## src/hw/gpm_pkg.sv

```systemverilog
// Constants and types shared by the seven-pin port multiplexer
package gpm_pkg;

    // Register byte offsets on the APB slave
    localparam logic [3:0] GPM_OFS_PIN_LEVEL = 4'h0;
    localparam logic [3:0] GPM_OFS_LATCH     = 4'h4;
    localparam logic [3:0] GPM_OFS_DIR       = 4'h8;
    localparam logic [3:0] GPM_OFS_ANALOG    = 4'hC;

    // Port geometry: bits 7..1 exist, bit 0 does not
    localparam int GPM_PIN_LO  = 1;
    localparam int GPM_PIN_HI  = 7;
    localparam int GPM_REG_W   = 8;
    localparam int GPM_PCFG_W  = 4;
    localparam int GPM_SEG_W   = 6;

    // Reset values
    localparam logic [7:0] GPM_LATCH_RST = 8'h00;
    localparam logic [7:0] GPM_DIR_RST   = 8'hFE;
    localparam logic [3:0] GPM_PCFG_RST  = 4'h0;
    localparam logic [7:0] GPM_IMPL_MASK = 8'hFE;

    // Analog configuration: channel ch is analog while ch <= LAST - pcfg
    localparam logic [4:0] GPM_PCFG_LAST = 5'h0E;

    // Converter channel behind each pin, index = pin number
    localparam logic [4:0] GPM_PIN_CH [8] = '{
        5'h00, 5'h06, 5'h07, 5'h08, 5'h09, 5'h0A, 5'h0B, 5'h05
    };

    // Pins with special functions
    localparam int GPM_PIN_CMP2_OUT = 1;
    localparam int GPM_PIN_CMP1_OUT = 2;
    localparam int GPM_PIN_CMP2_B   = 3;
    localparam int GPM_PIN_CMP2_A   = 4;
    localparam int GPM_PIN_VREF     = 5;
    localparam int GPM_PIN_CMP1_B   = 5;
    localparam int GPM_PIN_CMP1_A   = 6;
    localparam int GPM_PIN_SS       = 7;

    // Enables and results from the peripherals that share the pins
    typedef struct packed {
        logic [GPM_SEG_W-1:0] seg_en;    // Bit k: segment 19+k on pin k+1
        logic                 vref_oe;   // Reference output onto pin 5
        logic                 cmp_on;    // Comparators powered
        logic                 cmp1_oe;   // Comparator 1 result onto pin 2
        logic                 cmp2_oe;   // Comparator 2 result onto pin 1
        logic                 cmp1_res;
        logic                 cmp2_res;
    } gpm_ovr_t;

    // Pin levels routed to the comparator inputs
    typedef struct packed {
        logic cmp1_in_a;
        logic cmp1_in_b;
        logic cmp2_in_a;
        logic cmp2_in_b;
    } gpm_cmp_in_t;

endpackage : gpm_pkg

```

## src/hw/gpm_port.sv

```systemverilog
// Seven-pin general-purpose port with peripheral multiplexing and APB slave
`timescale 1ns/1ps

module gpm_port
    import gpm_pkg::*;
#(
    parameter int ADDR_W = 12
) (
    // Clock and reset
    input  wire logic              MCLK,
    input  wire logic              SYS_RST,
    // APB slave
    input  wire logic [ADDR_W-1:0] PADDR,
    input  wire logic              PSEL,
    input  wire logic              PENABLE,
    input  wire logic              PWRITE,
    input  wire logic [31:0]       PWDATA,
    input  wire logic [3:0]        PSTRB,
    output logic      [31:0]       PRDATA,
    output logic                   PREADY,
    output logic                   PSLVERR,
    // Peripheral enables and results
    input  wire gpm_ovr_t          OVR,
    // Pins, index = pin number
    input  wire logic [7:1]        PIN_I,
    output logic      [7:1]        PIN_O,
    output logic      [7:1]        PIN_OE,
    // Analog and peripheral taps
    output logic      [7:1]        PIN_ANALOG_SEL,
    output gpm_cmp_in_t            CMP_IN,
    output logic                   SS_IN_N
);

    if (ADDR_W < 4) begin : g_chk
        $error("gpm_port: ADDR_W must be at least 4");
    end

    // Register state
    logic [7:0]            latch_r;
    logic [7:0]            dir_r;
    logic [GPM_PCFG_W-1:0] pcfg_r;
    logic [7:1]            pin_lvl_r;
    logic [31:0]           prdata_r;
    logic [7:1]            pin_o_r;
    logic [7:1]            pin_oe_r;
    logic [7:1]            ana_sel_r;
    gpm_cmp_in_t           cmp_in_r;
    logic                  ss_n_r;

    // Per-pin decoded state
    logic [7:1] seg_on;
    logic [7:1] vref_on;
    logic [7:1] cmp_out_on;
    logic [7:1] cmp_out_val;
    logic [7:1] ana_en;
    logic [7:1] din_en;
    logic [7:1] pin_read;
    logic [7:1] drv_o;
    logic [7:1] drv_oe;

    // Bus decode
    logic [3:0] ofs;
    logic       mapped;
    logic       setup_rd;
    logic       acc_wr;
    logic       wr_lane0;
    logic [7:0] wbyte;

    assign ofs      = PADDR[3:0];
    assign mapped   = (PADDR[ADDR_W-1:4] == '0) && (ofs[1:0] == 2'b00);
    assign setup_rd = PSEL && !PENABLE && !PWRITE;
    assign acc_wr   = PSEL && PENABLE && PWRITE && mapped;
    assign wr_lane0 = acc_wr && PSTRB[0];
    assign wbyte    = PWDATA[7:0] & GPM_IMPL_MASK;

    // Zero wait states; unmapped or misaligned addresses answer an error
    assign PREADY  = 1'b1;
    assign PSLVERR = PSEL && PENABLE && !mapped;

    // Pin level is taken as synchronous and sampled once per clock
    always_ff @(posedge MCLK or posedge SYS_RST) begin
        if (SYS_RST) begin
            pin_lvl_r <= '0;
        end else begin
            pin_lvl_r <= PIN_I;
        end
    end

    // Output latch: both the pin data and latch offsets land here
    always_ff @(posedge MCLK or posedge SYS_RST) begin
        if (SYS_RST) begin
            latch_r <= GPM_LATCH_RST;
        end else if (wr_lane0 && ((ofs == GPM_OFS_PIN_LEVEL) ||
                                  (ofs == GPM_OFS_LATCH))) begin
            latch_r <= wbyte;
        end
    end

    // Direction is only ever changed by software, never by overrides
    always_ff @(posedge MCLK or posedge SYS_RST) begin
        if (SYS_RST) begin
            dir_r <= GPM_DIR_RST;
        end else if (wr_lane0 && (ofs == GPM_OFS_DIR)) begin
            dir_r <= wbyte;
        end
    end

    // Analog configuration; reset value leaves every channel analog
    always_ff @(posedge MCLK or posedge SYS_RST) begin
        if (SYS_RST) begin
            pcfg_r <= GPM_PCFG_RST;
        end else if (wr_lane0 && (ofs == GPM_OFS_ANALOG)) begin
            pcfg_r <= PWDATA[GPM_PCFG_W-1:0];
        end
    end

    // Per-pin multiplexing
    for (genvar p = GPM_PIN_LO; p <= GPM_PIN_HI; p++) begin : g_pin
        if (p <= GPM_SEG_W) begin : g_seg
            assign seg_on[p] = OVR.seg_en[p-1];
        end else begin : g_noseg
            assign seg_on[p] = 1'b0;
        end

        if (p == GPM_PIN_VREF) begin : g_vref
            assign vref_on[p] = OVR.vref_oe && !seg_on[p];
        end else begin : g_novref
            assign vref_on[p] = 1'b0;
        end

        if (p == GPM_PIN_CMP2_OUT) begin : g_c2o
            assign cmp_out_on[p]  = OVR.cmp2_oe;
            assign cmp_out_val[p] = OVR.cmp2_res;
        end else if (p == GPM_PIN_CMP1_OUT) begin : g_c1o
            assign cmp_out_on[p]  = OVR.cmp1_oe;
            assign cmp_out_val[p] = OVR.cmp1_res;
        end else begin : g_nocmp
            assign cmp_out_on[p]  = 1'b0;
            assign cmp_out_val[p] = 1'b0;
        end

        // Pcfg 0Fh puts the threshold below every channel
        assign ana_en[p] = ({1'b0, pcfg_r} <= GPM_PCFG_LAST) &&
                           (GPM_PIN_CH[p] <=
                            GPM_PCFG_LAST - {1'b0, pcfg_r}) &&
                           !seg_on[p] && !vref_on[p];

        // Comparator inputs on pins 3-6 also take the digital path away
        if (p >= GPM_PIN_CMP2_B && p <= GPM_PIN_CMP1_A) begin : g_cin
            assign din_en[p] = !ana_en[p] && !seg_on[p] &&
                               !vref_on[p] && !OVR.cmp_on;
        end else begin : g_nocin
            assign din_en[p] = !ana_en[p] && !seg_on[p] &&
                               !vref_on[p];
        end

        assign pin_read[p] = din_en[p] && pin_lvl_r[p];

        always_comb begin
            if (seg_on[p] || vref_on[p]) begin
                drv_oe[p] = 1'b0;
                drv_o[p]  = 1'b0;
            end else if (cmp_out_on[p] && !dir_r[p]) begin
                drv_oe[p] = 1'b1;
                drv_o[p]  = cmp_out_val[p];
            end else begin
                drv_oe[p] = !dir_r[p];
                drv_o[p]  = latch_r[p];
            end
        end
    end

    // Pin drive and analog taps come from flip-flops, one cycle behind
    always_ff @(posedge MCLK or posedge SYS_RST) begin
        if (SYS_RST) begin
            pin_o_r   <= '0;
            pin_oe_r  <= '0;
            ana_sel_r <= '1;
        end else begin
            pin_o_r   <= drv_o;
            pin_oe_r  <= drv_oe;
            ana_sel_r <= ana_en;
        end
    end

    // Comparator inputs see the pin only while it is an input
    always_ff @(posedge MCLK or posedge SYS_RST) begin
        if (SYS_RST) begin
            cmp_in_r <= '0;
        end else begin
            cmp_in_r.cmp2_in_b <= dir_r[GPM_PIN_CMP2_B] &&
                                  !seg_on[GPM_PIN_CMP2_B] &&
                                  pin_lvl_r[GPM_PIN_CMP2_B];
            cmp_in_r.cmp2_in_a <= dir_r[GPM_PIN_CMP2_A] &&
                                  !seg_on[GPM_PIN_CMP2_A] &&
                                  pin_lvl_r[GPM_PIN_CMP2_A];
            cmp_in_r.cmp1_in_b <= dir_r[GPM_PIN_CMP1_B] &&
                                  !seg_on[GPM_PIN_CMP1_B] &&
                                  !vref_on[GPM_PIN_CMP1_B] &&
                                  pin_lvl_r[GPM_PIN_CMP1_B];
            cmp_in_r.cmp1_in_a <= dir_r[GPM_PIN_CMP1_A] &&
                                  !seg_on[GPM_PIN_CMP1_A] &&
                                  pin_lvl_r[GPM_PIN_CMP1_A];
        end
    end

    // Slave select idles high (deselected) while pin 7 is an output
    always_ff @(posedge MCLK or posedge SYS_RST) begin
        if (SYS_RST) begin
            ss_n_r <= 1'b1;
        end else begin
            ss_n_r <= dir_r[GPM_PIN_SS] ? pin_lvl_r[GPM_PIN_SS]
                                        : 1'b1;
        end
    end

    // Read data is captured in the setup cycle and shown in the access cycle
    always_ff @(posedge MCLK or posedge SYS_RST) begin
        if (SYS_RST) begin
            prdata_r <= '0;
        end else if (setup_rd) begin
            if (!mapped) begin
                prdata_r <= '0;
            end else if (ofs == GPM_OFS_PIN_LEVEL) begin
                prdata_r <= {24'h000000, pin_read, 1'b0};
            end else if (ofs == GPM_OFS_LATCH) begin
                prdata_r <= {24'h000000, latch_r & GPM_IMPL_MASK};
            end else if (ofs == GPM_OFS_DIR) begin
                prdata_r <= {24'h000000, dir_r & GPM_IMPL_MASK};
            end else if (ofs == GPM_OFS_ANALOG) begin
                prdata_r <= {28'h0000000, pcfg_r};
            end else begin
                prdata_r <= '0;
            end
        end
    end

    assign PRDATA         = prdata_r;
    assign PIN_O          = pin_o_r;
    assign PIN_OE         = pin_oe_r;
    assign PIN_ANALOG_SEL = ana_sel_r;
    assign CMP_IN         = cmp_in_r;
    assign SS_IN_N        = ss_n_r;

endmodule : gpm_port

```

## config.mk

```make
export PLATFORM = sky130hd
export DESIGN_NAME = gpm_port
export DESIGN_NICKNAME = d
export VERILOG_FILES = /design/src/hw/gpm_pkg.sv /design/src/hw/gpm_port.sv
export SDC_FILE = /design/constraint.sdc
export NUM_CORES = 1
export LEC_CHECK = 0
export ABC_AREA = 1
export ABC_CLOCK_PERIOD_IN_PS = 2380
export BUFFER_PORTS_ARGS = -buffer_cell sky130_fd_sc_hd__buf_2
export CORE_UTILIZATION = 46
export DETAILED_ROUTE_END_ITERATION = 8
export GPL_TIMING_DRIVEN = 0
export MAX_ROUTING_LAYER = met4
export PLACE_DENSITY = 0.92
export REMOVE_ABC_BUFFERS = 1
export SYNTH_ARGS = -nofsm -noshare
export SYNTH_HDL_FRONTEND = slang
export SYNTH_SLANG_ARGS = --single-unit
```

## constraint.sdc

```tcl
create_clock -name MCLK -period 2.38 [get_ports MCLK]
set_clock_uncertainty 0.2 [all_clocks]
set_input_delay 0.238 -clock MCLK [delete_from_list [all_inputs] [get_ports MCLK]]
set_output_delay 0.238 -clock MCLK [all_outputs]
set_load 0.01 [all_outputs]
```

==> flow_metrics.tcl <==
set metrics [dict create \
    regToRegStartpoint "dir_r[1]$_DFFE_PP1P_" \
    seqPwrFrac 0.488 \
    period_share 0.910 \
    grt_pass1_wl_um 10200 \
    hold_viol_final 1 \
    yosysUniqueCellTypes 25 \
    placed_area_mm2 0.00314 \
    fin_tns_setup_ns 0 \
    status "finished, violations left" \
    rsz0062_at_grt "no" \
    cp-end-kind "flop" \
    grt_use_total 0.226 \
    seq_area_frac_synth 0.544 \
    ys_warn_count 0 \
    path_clk_slew_ns 0.06 \
    switching_share 0.224 \
    cts-root-buf "clkbuf_8" \
    wl_um 6320 \
    place_congestion 0.930 \
    fmax_mhz 462 \
    clk_latency_ns 0.34 \
    rows 27 \
    drv_slew 0 \
    die_area_mm2 0.00629 \
    drc 0 \
    io_buffers 79 \
    drv_cap 0 \
    power.leakage_nw 1.86 \
    dp_cells 462 \
    peakVddDrop_v 0.000261 \
    multi_input_area_mm2 0.00100 \
    area_delta_synth_final_pct 31.6 \
    fin_hold_ws_ns -0.000111 \
    cts.path.max_buffers 2 \
    setup_slack_ns 0.215 \
    cts_sinks 59 \
    p_clk_frac 0.425 \
    dr.pass1.iters 4 \
    initial_core_util 0.487 \
    critPathKind "reg -> reg" \
    postLayoutCoreUtil 0.641 \
    cp_data_required_time_ns 2.41 \
    dp_hpwl_um 4240 \
    vias 2380 \
    worst_pin_slew_ns 0.566 \
    avgSynthCellArea_um2 8.75 \
    die_w_um 79.3 \
    pre_cts_slack_ns 0.346 \
    share_comb_of_total_power 0.087 \
    ant_nets 0 \
    hp-start "OVR[5]" \
    syn_inst 314 \
    ys_ff_latch 59 \
    cts_tree "yes" \
    numCtsBuffers 9 \
    total_power_mw 2.11 \
    ios 132 \
    p_switching_uw 474 \
    antenna_found_initial 0 \
    worst-path-max-fanout 4 \
    die_y_um 79.3 \
    worstHoldPathType "in -> reg" \
    drtIter0Drc 119 \
    nets 506 \
    max_slew_margin 0.620 \
    drive_gt1_frac 0.279 \
    antenna_cells 0 \
    ff_latch_area_mm2 0.00150 \
    via_per_inst 4.71 \
    grt_max_degree 46 \
    first_global_vias 2239 \
    violations "hold timing" \
    grt_overflow 0 \
    core-area_mm2 0.00564 \
    wl_per_cell_um 12.5 \
    startpoint_type "flop" \
    final.fill_count 468 \
    crit_start "dir_r[1]$_DFFE_PP1P_" \
    intPower_mw 1.64 \
    h-tree-depth 3 \
    cts_setup_buffers 0 \
    stdcell_count 505 \
    min_period_ns 2.16 \
    setup_violations 0 \
    netlist_area_mm2 0.00275 \
    final_cell_area_mm2 0.00362 \
    p_per_area_mw_per_mm2 585 \
    arrival_ns 2.19 \
]
synth_stat cells, drive strengths merged:
cell	count	area, µm²
nor4	2	27.5
nor2	35	136
o21ai	28	140
ha	5	62.6
conb	2	7.51
nand4	4	25.0
nor3b	2	15.0
or2	1	6.26
inv	37	139
dfrtp	44	1100
buf	27	198
nand2	81	309
nand3	16	95.1
dfstp	15	394
a21oi	10	50.1
nor3	5	41.3
cells by family (layout without fill, tap and decap cells):
family | after synthesis | after routing | share of synthesized area
flip-flops | 59 | 59 | 0.544
AND/OR/NAND/NOR | 146 | 146 | 0.239
other | 2 | 25 | 0.00273
buffers and inverters | 64 | 160 | 0.122
adder cells (fa/ha/maj) | 5 | 5 | 0.0228
AO/OA/AOI/OAI | 38 | 38 | 0.0692
critical path, stage by stage, from the launching register on:
cell           delay [ns]
dfstp_2              0.56
inv_1                0.07
nand3_1              0.07
dlygate4sd3_1        0.55
a21oi_1              0.06
dlygate4sd3_1        0.54
power by group through the flow:
| stage | combinational, mW | clock [mW] | sequential (mW) |
|---|---|---|---|
| 2_1_floorplan | 0.0670 | 0 | 1.05 |
| 3_3_place_gp | 0.141 | 0 | 1.05 |
| 3_5_place_dp | 0.148 | 0 | 1.05 |
| 4_1_cts | 0.184 | 0.909 | 1.03 |
| 5_1_grt | 0.205 | 0.970 | 1.03 |
| 6_report | 0.184 | 0.899 | 1.03 |
cells in the final DEF, fill, tap and decap left out, types with 10 or more instances in the layout:
cell type	n
nor2_1	33
clkbuf_8	11
nand2_1	79
nand3_1	13
a21oi_1	10
dfrtp_1	44
inv_1	35
dfstp_2	15
o21ai_1	16
buf_2	79
dlygate4sd3_1	28
conb_1	25
o21ai_0	12
what timing repair did:
item | 4_1_cts | 5_1_grt
hold endpoints to repair | 88 | 0
gates resized for setup | 0 | 0
hold buffers | 28 | 0
sequential cells by signal, indices dropped and copies added (netlist names):
| name | flops |
|---|---|
| pin_lvl_r | 7 |
| SS_IN_N | 1 |
| CMP_IN | 4 |
| dir_r | 7 |
| PIN_OE | 7 |
| PRDATA | 8 |
| latch_r | 7 |
| PIN_O | 7 |
| PIN_ANALOG_SEL | 7 |
| pcfg_r | 4 |
metal layers:
| layer | GRT usage | share of wire | routed length [µm] |
|---|---|---|---|
| met1 | 0.269 | 0.42 | 2630 |
| met2 | 0.359 | 0.50 | 3190 |
| met5 | - | 0 | 0 |
| met3 | 0.0494 | 0.065 | 410 |
| met4 | 0.120 | 0.015 | 92 |
layout make-up:
type                            count  area share
Sequential cell                    59       0.413
Multi-Input combinational cell    214       0.277
Timing Repair Buffer              108       0.192
Clock buffer                       13      0.0439
Inverter                           37      0.0384
Tap cell                           72      0.0249
Clock inverter                      2     0.00969
worst paths after layout:
path | end | slack [ns] | depth (start not counted)
worst max-delay path | PIN_O[1]$_DFF_PP0_ | 0.22 | 5
max in group asynchronous | PIN_ANALOG_SEL[2]$_DFF_PP1_ | 1.20 | 4
min in group asynchronous | PIN_O[4]$_DFF_PP0_ | 0.19 | 3
worst min-delay path | PIN_O[5]$_DFF_PP0_ | -0.0001 | 3
worst min register to register | PIN_O[7]$_DFF_PP0_ | 0.22 | 0
worst max register to register | PIN_O[1]$_DFF_PP0_ | 0.22 | 5
Power figures use the tool's default switching activity.
